`src/pkg/spp_pkg.sv`:
```
// Package for the shared-pin parallel port: widths, reset values, pin mask, direction encoding.
// Assumes a single system clock domain; no bus, registers reach via ports.
package spp_pkg;
   // Default port width in pins
   localparam int          SPP_WIDTH_DEF   = 16;
   // Direction reset: all ones makes every pin an input
   localparam logic [15:0] SPP_DIR_RST     = 16'hFFFF;
   // Analog select reset: all pins start analog
   localparam logic [15:0] SPP_ANSEL_RST   = 16'hFFFF;
   // Latch and open-drain reset values
   localparam logic [15:0] SPP_LAT_RST     = 16'h0000;
   localparam logic [15:0] SPP_ODC_RST     = 16'h0000;
   // Bit mask of pins that exist on this device (all by default)
   localparam logic [15:0] SPP_VALID_DEF   = 16'hFFFF;
   // Direction bit encoding
   localparam logic        SPP_DIR_IN      = 1'b1;
endpackage

```
`src/core/spp_port.sv`:
```
// Shared-pin parallel port: direction, latch, open-drain, analog select,
// pin read path and the peripheral/port output multiplexer pair per pin.
// Assumes pin inputs asynchronous to ref_clk, writes are one-cycle strobes.
`timescale 1ns/1ps
`default_nettype none
module spp_port
   import spp_pkg::*;
#(
   parameter int          WIDTH = SPP_WIDTH_DEF,
   parameter logic [15:0] VALID = SPP_VALID_DEF
)
(
   // Clock and reset
   input  wire logic             ref_clk,
   input  wire logic             rst_b,
   // Software write strobes and data
   input  wire logic             dir_wr,
   input  wire logic             lat_wr,
   input  wire logic             port_wr,
   input  wire logic             odc_wr,
   input  wire logic             ansel_wr,
   input  wire logic [WIDTH-1:0] wr_data,
   // Software read views
   output var  logic [WIDTH-1:0] dir_rd,
   output var  logic [WIDTH-1:0] lat_rd,
   output var  logic [WIDTH-1:0] port_rd,
   output var  logic [WIDTH-1:0] odc_rd,
   output var  logic [WIDTH-1:0] ansel_rd,
   // Sharing peripheral side
   input  wire logic [WIDTH-1:0] periph_en,
   input  wire logic [WIDTH-1:0] periph_drive,
   input  wire logic [WIDTH-1:0] periph_out,
   output var  logic [WIDTH-1:0] periph_in,
   // Pin side: output enable low while driving
   input  wire logic [WIDTH-1:0] pin_in,
   output var  logic [WIDTH-1:0] pin_out,
   output var  logic [WIDTH-1:0] pin_oe_b
);

   // Mask of implemented bits, cut to the port width
   localparam logic [WIDTH-1:0] VMASK = VALID[WIDTH-1:0];

   logic [WIDTH-1:0] dir_q;     // Direction, one = input
   logic [WIDTH-1:0] lat_q;     // Output latch
   logic [WIDTH-1:0] odc_q;     // Open-drain select
   logic [WIDTH-1:0] ansel_q;   // Analog select
   logic [WIDTH-1:0] sync1_q;   // First synchroniser stage
   logic [WIDTH-1:0] sync2_q;   // Settled pin sample
   logic [WIDTH-1:0] oe_b_d;    // Next output enable, active low
   logic [WIDTH-1:0] out_d;     // Next pin data

   // Direction register; reset forces all inputs
   always_ff @(posedge ref_clk)
   begin
      if (!rst_b)
         dir_q <= SPP_DIR_RST[WIDTH-1:0];
      else if (dir_wr)
         dir_q <= wr_data & VMASK | ~VMASK;
   end

   // Latch is written from either the latch or the port address
   always_ff @(posedge ref_clk)
   begin
      if (!rst_b)
         lat_q <= SPP_LAT_RST[WIDTH-1:0];
      else if (lat_wr || port_wr)
         lat_q <= wr_data & VMASK;
   end

   // Open-drain select
   always_ff @(posedge ref_clk)
   begin
      if (!rst_b)
         odc_q <= SPP_ODC_RST[WIDTH-1:0];
      else if (odc_wr)
         odc_q <= wr_data & VMASK;
   end

   // Analog select starts every implemented pin analog
   always_ff @(posedge ref_clk)
   begin
      if (!rst_b)
         ansel_q <= SPP_ANSEL_RST[WIDTH-1:0] & VMASK;
      else if (ansel_wr)
         ansel_q <= wr_data & VMASK;
   end

   // Two-stage pin synchroniser; only sync2 is looked at
   always_ff @(posedge ref_clk)
   begin
      if (!rst_b)
      begin
         sync1_q <= '0;
         sync2_q <= '0;
      end
      else
      begin
         sync1_q <= pin_in;
         sync2_q <= sync1_q;
      end
   end

   // Per-pin output multiplexer pair and open-drain shaping
   genvar g;
   generate
      for (g = 0; g < WIDTH; g++)
      begin : g_pin
         always_comb
         begin
            if (!VMASK[g])
            begin
               // Missing pin: driver held off
               oe_b_d[g] = 1'b1;
               out_d[g]  = 1'b0;
            end
            else if (periph_en[g] && periph_drive[g])
            begin
               // Peripheral owns data and enable; port driver off
               oe_b_d[g] = 1'b0;
               out_d[g]  = periph_out[g];
            end
            else if (dir_q[g] == SPP_DIR_IN)
            begin
               oe_b_d[g] = 1'b1;
               out_d[g]  = 1'b0;
            end
            else if (odc_q[g])
            begin
               // Open drain: drive only a low, release a high
               oe_b_d[g] = lat_q[g];
               out_d[g]  = 1'b0;
            end
            else
            begin
               oe_b_d[g] = 1'b0;
               out_d[g]  = lat_q[g];
            end
         end
      end
   endgenerate

   // Pin drive registered so outputs come straight from flops
   always_ff @(posedge ref_clk)
   begin
      if (!rst_b)
      begin
         pin_oe_b <= '1;
         pin_out  <= '0;
      end
      else
      begin
         pin_oe_b <= oe_b_d;
         pin_out  <= out_d;
      end
   end

   // Peripheral input sees the pin only while the port is not driving,
   // so the latch reaches the peripheral only from samples in flight, for three cycles after the port stops driving
   always_ff @(posedge ref_clk)
   begin
      if (!rst_b)
         periph_in <= '0;
      else
         periph_in <= sync2_q & VMASK & ~ansel_q
                      & (dir_q | (periph_en & periph_drive));
   end

   // Read views; is software's job: reads lag writes by two cycles
   always_ff @(posedge ref_clk)
   begin
      if (!rst_b)
      begin
         dir_rd   <= SPP_DIR_RST[WIDTH-1:0] & VMASK;
         lat_rd   <= '0;
         port_rd  <= '0;
         odc_rd   <= '0;
         ansel_rd <= SPP_ANSEL_RST[WIDTH-1:0] & VMASK;
      end
      else
      begin
         dir_rd   <= dir_q & VMASK;
         lat_rd   <= lat_q;
         port_rd  <= sync2_q & VMASK & ~ansel_q;
         odc_rd   <= odc_q;
         ansel_rd <= ansel_q;
      end
   end

   // Assertions
   AST_RST_INPUT: assert property (@(posedge ref_clk)
      !rst_b |=> (dir_q == SPP_DIR_RST[WIDTH-1:0]))
      else $error("direction not all inputs after reset");
   AST_ANSEL_RST: assert property (@(posedge ref_clk)
      !rst_b |=> (ansel_q == (SPP_ANSEL_RST[WIDTH-1:0] & VMASK)))
      else $error("analog select not all ones after reset");
   AST_LAT_WR: assert property (@(posedge ref_clk) disable iff (!rst_b)
      lat_wr |=> ##1 (lat_rd == ($past(wr_data, 2) & VMASK)))
      else $error("latch read differs from written data");
   AST_PORT_WR: assert property (@(posedge ref_clk) disable iff (!rst_b)
      (port_wr && !lat_wr) |=> (lat_q == ($past(wr_data) & VMASK)))
      else $error("port write did not reach latch");
   AST_PERIPH: assert property (@(posedge ref_clk) disable iff (!rst_b)
      (periph_en[0] && periph_drive[0] && VMASK[0])
      |=> (!pin_oe_b[0] && pin_out[0] == $past(periph_out[0])))
      else $error("peripheral lost ownership of pin");
   AST_DIR_IN: assert property (@(posedge ref_clk) disable iff (!rst_b)
      (dir_q[0] && !(periph_en[0] && periph_drive[0]))
      |=> pin_oe_b[0])
      else $error("input pin driven");
   AST_OPEN_DRAIN: assert property (@(posedge ref_clk) disable iff (!rst_b)
      (odc_q[0] && !dir_q[0] && !(periph_en[0] && periph_drive[0]))
      |=> (pin_out[0] == 1'b0 && pin_oe_b[0] == $past(lat_q[0])))
      else $error("open-drain pin drove high");
   AST_ANALOG: assert property (@(posedge ref_clk) disable iff (!rst_b)
      ansel_q[0] |=> !port_rd[0])
      else $error("analog pin read non-zero");
   AST_LOOP: assert property (@(posedge ref_clk) disable iff (!rst_b)
      (!dir_q[0] && !(periph_en[0] && periph_drive[0]))
      |=> !periph_in[0])
      else $error("port output looped into peripheral");
   // Read view at the next edge is built from this edge's analog select,
   // so only that one value has to be digital for the sample to show
   AST_PIN_READ: assert property (@(posedge ref_clk) disable iff (!rst_b)
      (!ansel_q[0] && VMASK[0])
      |=> (port_rd[0] == $past(pin_in[0], 3)))
      else $error("pin read not synchronised sample");

endmodule
`default_nettype wire

```
`config.mk`:
```
export PLATFORM = sky130hd
export DESIGN_NAME = spp_port
export DESIGN_NICKNAME = d
export VERILOG_FILES = /design/src/pkg/spp_pkg.sv /design/src/core/spp_port.sv
export SDC_FILE = /design/constraint.sdc
export NUM_CORES = 1
export LEC_CHECK = 0
export ABC_AREA = 1
export ABC_CLOCK_PERIOD_IN_PS = 1000
export BUFFER_PORTS_ARGS = -buffer_cell sky130_fd_sc_hd__buf_2
export CAP_MARGIN = 20
export CORE_ASPECT_RATIO = 0.5
export CORE_MARGIN = 2
export CORE_UTILIZATION = 30
export DETAILED_ROUTE_END_ITERATION = 8
export SLEW_MARGIN = 10
export SYNTH_ARGS = -nofsm -noshare
export SYNTH_HDL_FRONTEND = slang
export SYNTH_SLANG_ARGS = --single-unit
```
`constraint.sdc`:
```
create_clock -name ref_clk -period 1 [get_ports ref_clk]
set_clock_uncertainty 0.1 [all_clocks]
set_input_delay 0.1 -clock ref_clk [delete_from_list [all_inputs] [get_ports ref_clk]]
set_output_delay 0.1 -clock ref_clk [all_outputs]
set_load 0.1 [all_outputs]
```
==> results.sh, run 1 <==
export IMPL_synthSimpleGateAreaFrac_pct=20.7
export IMPL_failed_checks="negative hold slack, negative setup slack"
export IMPL_ys_seq_area_share_pct=62.8
export IMPL_dp_hpwl_um=15500
export IMPL_cts_htree_levels=1
export IMPL_grt_antenna_before_repair=1
export IMPL_die_y_um=113
export IMPL_grt_first_pass_wirelength_um=35300
export IMPL_via_per_inst=4.33
export IMPL_drtAntennaViolNets=0
export IMPL_drv_slew=0
export IMPL_crit_fanout=1
export IMPL_pre_cts_slack_ns=-0.0745
export IMPL_die_w_um=222
export IMPL_final_util_pct=54.8
export IMPL_core_area_um2=23100
export IMPL_clock_path_buffers=3
export IMPL_cp_slowest_cell="dfxtp_2"
export IMPL_crit_path_max_incr_delay_ns=0.36
export IMPL_rows=39
export IMPL_cts_tree="done"
export IMPL_synth_distinct_cells=18
export IMPL_crit_path_end_kind="output port"
export IMPL_routed_wl_um=23200
export IMPL_drt_initial_drc_count=520
export IMPL_worst_pin_slew_ns=0.467
export IMPL_power_leakage_nw=6.34
export IMPL_critPathBufInv=1
export IMPL_rsz0062_at_grt="yes"
export IMPL_crit_arrival_ns=1.04
export IMPL_min_period_ns=1.24
export IMPL_port_buffers=214
export IMPL_diodes=0
export IMPL_netlist_instances=853
export IMPL_ir_drop_v=0.00106
export IMPL_drive_above_1_share_pct=36.3
export IMPL_nNetsFinal=1294
export IMPL_start_kind="flop"
export IMPL_max_freq_ghz=0.805
export IMPL_ys_ff_latch=224
export IMPL_io_pins=215
export IMPL_synth_top_family_by_area="simple AND/OR/NAND/NOR gates"
export IMPL_start_util_pct=30.9
export IMPL_tns_ns=-26.90
export IMPL_gp_congestion=0.845
export IMPL_status="complete, but fails checks"
export IMPL_cp_required_ns=0.80
export IMPL_synth_area_per_cell_um2=8.37
export IMPL_clock_latency_ns=0.51
export IMPL_slew_headroom_pct=68.9
export IMPL_track_usage_pct=17.8
export IMPL_die_area_um2=25100
export IMPL_cpLargestDelayFamily="flip-flops"
export IMPL_grt_overflow_total=0
export IMPL_synth_adder_area_share_pct=0
export IMPL_syn_num_nets=940
export IMPL_crit_chain="buf_12"
export IMPL_setup_violations=128
export IMPL_maxCapViolCount=0
export IMPL_worst_slack_ns=-0.242
export IMPL_hp_class="in2reg"
export IMPL_drt_pass1_iterations=4
export IMPL_synthXorXnorAreaFrac_pct=0
export IMPL_syn_area_um2=7140
export IMPL_wl_per_cell_um=15.2
export IMPL_muxShareOfSynthArea_pct=0
export IMPL_synth_compound_area_share_pct=6.73
export IMPL_cellPowerDensity_nw_per_um2=1710
export IMPL_clk_pin_slew_ns=0.07
export IMPL_clock_sinks=224
export IMPL_yosys_warnings=0
export IMPL_synth_edf_count=0
export IMPL_grt_pass1_vias=6722
export IMPL_cts_buffers=21
export IMPL_vias=6609
export IMPL_fin_hold_ws_ns=-0.0967
export IMPL_async_reset_ff_share_pct=0
export IMPL_root_buffer="clkbuf_16"
export IMPL_postCtsSetupBuffers=0
export IMPL_fin_crit_sh_pct=124
export IMPL_worstSetupPathType="reg2out"
export IMPL_syn_to_final_growth_pct=77.2
export IMPL_grt_max_degree=51
export IMPL_fillers=1967
export IMPL_drc_errors=0
export IMPL_synth_top_flop_cell="dfxtp_1"
export IMPL_hold_viol_final=15
-- synthesized netlist by cell type, types with 2 or more instances --
master	instances	share of area, %
clkbuf_1	3	0.16
clkbuf_2	2	0.14
buf_2	19	1.3
buf_4	6	0.63
nor2_1	96	5.0
buf_6	3	0.47
dfxtp_1	224	63
nand2_1	240	13
o21ai_0	42	2.9
o21ai_1	6	0.42
nand3_1	10	0.70
inv_1	129	6.8
nand3_2	6	0.84
a21oi_1	48	3.4
nand4_1	16	1.4
-- report_power, final --
| part | internal [W] | switching (W) |
|---|---|---|
| Clock | 0.00444 | 0.00335 |
| Combinational | 0.00157 | 0.00250 |
| Sequential | 0.00942 | 0.000310 |
-- stage by stage --
step / cells / instance area [um2] / power (W)
detailed placement: 1396 / 11000 / 0.0136
global placement: 1396 / 11000 / 0.0136
floorplan: 853 / 7300 / 0.0120
finish: 1528 / 12700 / 0.0216
CTS: 1525 / 12600 / 0.0217
global route: 1528 / 12700 / 0.0224
-- layout by cell type (no fill, tap or decap), types with 4 or more instances in the layout --
cell type and instances:
dlygate4sd3_1 90, clkbuf_1 6, o21ai_1 6, buf_4 50, clkbuf_8 4, dfxtp_2 128, nand2_1 239, clkinv_2 4
inv_1 129, clkbuf_16 23, nor2_1 96, o21ai_0 42, buf_2 84, nand3_2 6, nand3_1 10, buf_12 135
nand4_1 16, dfxtp_1 96, a21oi_1 45
-- per-layer routing --
| metal | routed length, um | track usage, % | vias to the layer above | share of wire [%] |
|---|---|---|---|---|
| met4 | 784 | 6.53 | 2 | 3.4 |
| met1 | 9740 | 21.3 | 3079 | 42 |
| met3 | 1090 | 3.61 | 62 | 4.7 |
| met5 | 13 | 0 | - | 0.056 |
| met2 | 11600 | 31.9 | 186 | 50 |
| li1 | - | - | 3280 | - |
-- area by class of cell --
class / instances / area [um2] / area share (%)
Multi-Input combinational cell: 465 / 1980 / 15.6
Clock inverter: 6 / 58.8 / 0.465
Tap cell: 307 / 384 / 3.04
Sequential cell: 224 / 4640 / 36.7
Timing Repair Buffer: 365 / 4500 / 35.5
Clock buffer: 31 / 603 / 4.77
Inverter: 130 / 488 / 3.86
-- worst paths after layout --
check | to | slack, ns | cells past startpoint | startpoint
max reg2reg | pin_out[1] | 0.06 | 3 | dir_q[1]
max | pin_oe_b[2] | -0.24 | 1 | pin_oe_b[2]
min reg2reg | sync2_q[14] | 0.31 | 2 | sync1_q[14]
min | ansel_q[0] | -0.1 | 3 | ansel_wr
-- cells by family (layout without fill, tap and decap cells) --
group	Yosys count	count (layout)
and+or+nand+nor	369	369
buffers and inverters	164	532
AOI/OAI and AO/OA	96	96
DFF	224	224
-- repair_timing --
item	in CTS	in global routing
resized for setup	0	8
hold buffers	92	2
pin swaps	0	1
endpoints found under the hold margin	146	21
endpoints found under the setup margin	128	165
gates cloned	0	3
No activity file was read; power rests on OpenSTA's default activity.
==> inputs of run 2 (changes only) <==
--- a/config.mk
+++ b/config.mk
@@ -12,6 +12,7 @@
 export CORE_ASPECT_RATIO = 0.5
 export CORE_MARGIN = 2
 export CORE_UTILIZATION = 30
+export CTS_BUF_LIST = sky130_fd_sc_hd__clkbuf_8
 export DETAILED_ROUTE_END_ITERATION = 8
 export SLEW_MARGIN = 10
 export SYNTH_ARGS = -nofsm -noshare
==> run 2 against run 1 <==
  * The flow still finishes with violations (negative hold slack, negative setup slack)
  * Critical path depth unchanged
  * Setup slack gained 0.0042 ns
  * Non-clock buffer count shrank 3
  * Critical endpoint is now dir_rd[2]
  * Largest cell class unchanged
==> results.sh, run 2 (synthesis results as in run 1) <==
export IMPL_port_buffers=214
export IMPL_start_kind="flop"
export IMPL_track_usage_pct=17.6
export IMPL_start_util_pct=30.9
export IMPL_drtAntennaViolNets=0
export IMPL_drv_slew=0
export IMPL_grt_pass1_vias=6578
export IMPL_pre_cts_slack_ns=-0.0745
export IMPL_crit_chain="buf_12"
export IMPL_cp_slowest_cell="dfxtp_2"
export IMPL_max_freq_ghz=0.808
export IMPL_power_w=0.0209
export IMPL_cellPowerDensity_nw_per_um2=1660
export IMPL_clk_pin_slew_ns=0.06
export IMPL_grt_overflow_total=0
export IMPL_clock_latency_ns=0.50
export IMPL_grt_first_pass_wirelength_um=34600
export IMPL_status="complete, but fails checks"
export IMPL_fin_crit_sh_pct=124
export IMPL_crit_path_max_incr_delay_ns=0.35
export IMPL_die_w_um=222
export IMPL_routed_wl_um=22700
export IMPL_drc_errors=0
export IMPL_drt_pass1_iterations=5
export IMPL_crit_fanout=1
export IMPL_clock_sinks=224
export IMPL_diodes=0
export IMPL_power_leakage_nw=6.36
export IMPL_critPathBufInv=1
export IMPL_final_cell_mix="nand2_1, inv_1, buf_12, dfxtp_2"
export IMPL_final_common_cell="nand2_1"
export IMPL_via_per_inst=4.26
export IMPL_failed_checks="negative hold slack, negative setup slack"
export IMPL_setup_violations=135
export IMPL_dpl_cell_count=1396
export IMPL_cts_htree_levels=2
export IMPL_die_y_um=113
export IMPL_die_area_um2=25100
export IMPL_cpLargestDelayFamily="flip-flops"
export IMPL_cts_tree="done"
export IMPL_syn_to_final_growth_pct=76.4
export IMPL_dp_hpwl_um=15500
export IMPL_slew_headroom_pct=72.6
export IMPL_min_period_ns=1.24
export IMPL_drt_initial_drc_count=442
export IMPL_worst_pin_slew_ns=0.412
export IMPL_root_buffer="clkbuf_8"
export IMPL_rows=39
export IMPL_nNetsFinal=1305
export IMPL_fin_area_um2=12600
export IMPL_hp_class="in2reg"
export IMPL_hold_viol_final=7
export IMPL_rsz0062_at_grt="yes"
export IMPL_wl_per_cell_um=14.7
export IMPL_drive_above_1_share_pct=36.7
export IMPL_maxCapViolCount=0
export IMPL_core_area_um2=23100
export IMPL_crit_path_end_kind="output port"
export IMPL_clock_path_buffers=3
export IMPL_worst_slack_ns=-0.238
export IMPL_io_pins=215
export IMPL_grt_antenna_before_repair=1
export IMPL_cts_buffers=35
export IMPL_cp_required_ns=0.80
export IMPL_instances_no_fill=1544
export IMPL_place_area_um2=11000
export IMPL_worstSetupPathType="reg2out"
export IMPL_gp_congestion=0.845
export IMPL_vias=6583
export IMPL_crit_arrival_ns=1.04
export IMPL_grt_max_degree=59
export IMPL_fin_hold_ws_ns=-0.0345
export IMPL_postCtsSetupBuffers=0
export IMPL_ir_drop_v=0.000683
[run 2: layer usage]
metal / up-vias / share of wire [%] / global-route usage (%)
li1: 3300 / - / -
met1: 3052 / 43 / 21.1
met2: 176 / 49 / 31.4
met3: 53 / 5.0 / 3.95
met4: 2 / 2.8 / 5.95
met5: - / 0.057 / 0
[run 2: path summary, 6_finish.rpt]
check / start / endpoint / slack, ns / cells past startpoint
worst max-delay path: dir_rd[2] / dir_rd[2] / -0.24 / 1
worst min-delay path: rst_b / ansel_rd[5] / -0.03 / 3
worst max register to register: dir_q[10] / pin_out[10] / 0.03 / 3
worst min register to register: sync1_q[2] / sync2_q[2] / 0.31 / 2
[run 2: repair_timing]
action | in CTS | in global routing
hold endpoints to repair | 150 | 20
resized for setup | 0 | 11
pin swaps | 0 | 1
gates cloned | 0 | 2
setup endpoints to repair | 128 | 151
hold buffers | 89 | 5
[run 2: stage by stage]
| step | TNS, ns | utilization [%] |
|---|---|---|
| after floorplan | 0 | - |
| after global placement | -0.0894 | 47.6 |
| after detailed placement | -0.291 | 47.6 |
| after CTS | -31.49 | 54.1 |
| after global routing | -33.96 | 54.6 |
| final | -27.28 | 54.6 |
[run 2: area by class of cell]
type	instances	area [um2]
well taps	307	384
clock inverters	15	62.6
multi-input cells	465	1980
clock buffers	41	564
inverters	130	488
repair buffers	362	4480
fillers	1979	10500
flip-flops and latches	224	4640
[run 2: power by group]
part	leakage [nW]	switching, W	internal, W
Combinational	4.13	0.00248	0.00157
Clock	0.367	0.00340	0.00369
Sequential	1.87	0.000308	0.00942
Total	6.36	0.00618	0.0147
==> inputs of run 3 (changes only) <==
--- a/config.mk
+++ b/config.mk
@@ -14,6 +14,7 @@
 export CORE_UTILIZATION = 30
 export CTS_BUF_LIST = sky130_fd_sc_hd__clkbuf_8
 export DETAILED_ROUTE_END_ITERATION = 8
+export SETUP_SLACK_MARGIN = 0.2
 export SLEW_MARGIN = 10
 export SYNTH_ARGS = -nofsm -noshare
 export SYNTH_HDL_FRONTEND = slang
==> run 3 against run 2 <==
  * The flow still finishes with violations (negative hold slack, negative setup slack)
  * Largest cell class unchanged
  * Fmax down 0.86%
  * Cell count down 1.2%
  * Setup slack worse by 0.011 ns
  * Highest routed layer is now met4
  * Register-to-register slack better by 0.12 ns
  * Power down 1.8%
==> results.sh, run 3 (synthesis results as in run 1) <==
export IMPL_final_cell_mix="nand2_1, dfxtp_4, buf_12, inv_1, buf_2"
export IMPL_track_usage_pct=17.0
export IMPL_crit_chain="buf_12"
export IMPL_fin_crit_sh_pct=125
export IMPL_root_buffer="clkbuf_8"
export IMPL_status="complete, but fails checks"
export IMPL_start_util_pct=30.9
export IMPL_seqPwrFrac_pct=46.7
export IMPL_cp_required_ns=0.80
export IMPL_grt_max_degree=48
export IMPL_fillers=1959
export IMPL_hp_class="in2reg"
export IMPL_power_leakage_nw=6.26
export IMPL_grt_use_met3_pct=5.06
export IMPL_hold_viol_final=97
export IMPL_clock_sinks=224
export IMPL_via_per_inst=4.25
export IMPL_use_met1_pct=21.1
export IMPL_grt_pass1_vias=6374
export IMPL_cts_tree="done"
export IMPL_drv_slew=0
export IMPL_hold_path_depth=3
export IMPL_pre_cts_slack_ns=-0.0488
export IMPL_port_buffers=214
export IMPL_grt_overflow_total=0
export IMPL_grt_busiest_layer="met2"
export IMPL_dpl_cell_count=1376
export IMPL_cp_slowest_cell="dfxtp_4"
export IMPL_cts_buffers=34
export IMPL_rows=39
export IMPL_die_area_um2=25100
export IMPL_grt_antenna_before_repair=2
export IMPL_clk_pin_slew_ns=0.06
export IMPL_worstHoldStart="ansel_wr"
export IMPL_io_pins=215
export IMPL_min_period_ns=1.25
export IMPL_clock_path_buffers=3
export IMPL_routed_wl_um=21600
export IMPL_cpLargestDelayFamily="flip-flops"
export IMPL_failed_checks="negative hold slack, negative setup slack"
export IMPL_tns_ns=-27.88
export IMPL_drtAntennaViolNets=0
export IMPL_whs_endpoint="ansel_q[14]"
export IMPL_grt_use_met2_pct=28.4
export IMPL_crit_path_end_kind="output port"
export IMPL_crit_arrival_ns=1.05
export IMPL_setup_violations=128
export IMPL_dp_hpwl_um=15500
export IMPL_ctsHoldBuffers=80
export IMPL_core_area_um2=23100
export IMPL_max_freq_ghz=0.801
export IMPL_start_kind="flop"
export IMPL_instances_no_fill=1526
export IMPL_crit_fanout=1
export IMPL_vias=6493
export IMPL_die_w_um=222
export IMPL_cts_htree_levels=2
export IMPL_gp_congestion=0.823
export IMPL_drc_errors=0
export IMPL_intPower_w=0.0142
export IMPL_crit_path_max_incr_delay_ns=0.36
export IMPL_power_switching_w=0.00626
export IMPL_critPathBufInv=1
export IMPL_syn_to_final_growth_pct=83.2
export IMPL_drt_initial_drc_count=406
export IMPL_grt_first_pass_wirelength_um=33600
export IMPL_worst_slack_ns=-0.249
export IMPL_fin_area_um2=13100
export IMPL_die_y_um=113
export IMPL_drive_above_1_share_pct=48.3
export IMPL_drt_pass1_iterations=5
export IMPL_r2r_slack_ns=0.15
export IMPL_netSwitchingFraction_pct=30.5
export IMPL_regToRegStartpoint="lat_q[13]"
export IMPL_rsz0062_at_grt="yes"
export IMPL_final_common_cell="nand2_1"
export IMPL_clkPwrFrac_pct=33.6
export IMPL_wl_per_cell_um=14.2
export IMPL_nNetsFinal=1278
export IMPL_r2r_end="pin_out[13]"
export IMPL_ir_drop_v=0.000605
export IMPL_r2r_cells=4
export IMPL_p_comb_share_pct=19.7
export IMPL_worstSetupPathType="reg2out"
export IMPL_cellPowerDensity_nw_per_um2=1570
export IMPL_maxCapViolCount=0
export IMPL_clock_latency_ns=0.51
export IMPL_worst_pin_slew_ns=0.318
export IMPL_slew_headroom_pct=78.8
export IMPL_place_area_um2=11200
export IMPL_fin_hold_ws_ns=-0.115
[run 3: through the flow]
stage | total power, W | hold slack (ns) | utilization (%)
global placement | 0.0133 | 0.189 | 48.5
global route | 0.0214 | -0.129 | 56.7
finish | 0.0205 | -0.115 | 56.7
CTS | 0.0206 | -0.142 | 55.2
floorplan | 0.0117 | 0.0976 | -
detailed placement | 0.0133 | 0.186 | 48.5
[run 3: per-layer routing]
metal | vias to the layer above | part of all wire (%)
li1 | 3260 | -
met1 | 3026 | 42
met2 | 160 | 49
met3 | 47 | 6.2
met4 | 0 | 2.6
met5 | - | 0
[run 3: what timing repair did]
action,4_1_cts,5_1_grt
pin swaps,7,38
endpoints found under the hold margin,171,101
gates resized for setup,57,136
endpoints found under the setup margin,155,194
setup buffers,0,6
[run 3: how the worst max path moves through the flow]
stage / startpoint / to / slack (ns) / cells after the start
floorplan: ansel_rd[0] / ansel_rd[0] / 0.17 / 0
global placement: rst_b / dir_q[8] / -0.06 / 5
detailed placement: rst_b / dir_q[12] / -0.05 / 5
CTS: odc_rd[15] / odc_rd[15] / -0.28 / 1
global route: port_rd[11] / port_rd[11] / -0.29 / 1
finish: odc_rd[15] / odc_rd[15] / -0.25 / 1
[run 3: final cells by class]
cell class                      count  area (um2)  area share, %
Clock buffer                       38         523           4.00
Tap cell                          307         384           2.94
Antenna cell                        2        5.00         0.0383
Multi-Input combinational cell    465        2290           17.5
Clock inverter                     24        92.6          0.708
Sequential cell                   224        5050           38.6
Timing Repair Buffer              336        4240           32.4
Inverter                          130         493           3.77
[run 3: worst min-delay path, cell delays in order]
cell     delay, ns
buf_2         0.11
buf_12        0.14
o21ai_0       0.08
[run 3: power groups by stage]
| stage | sequential (W) | combinational, W | clock [W] |
|---|---|---|---|
| 2_1_floorplan | 0.0110 | 0.000698 | 0 |
| 3_3_place_gp | 0.00968 | 0.00361 | 0 |
| 3_5_place_dp | 0.00969 | 0.00365 | 0 |
| 4_1_cts | 0.00952 | 0.00394 | 0.00709 |
| 5_1_grt | 0.00961 | 0.00425 | 0.00756 |
| 6_report | 0.00957 | 0.00404 | 0.00688 |
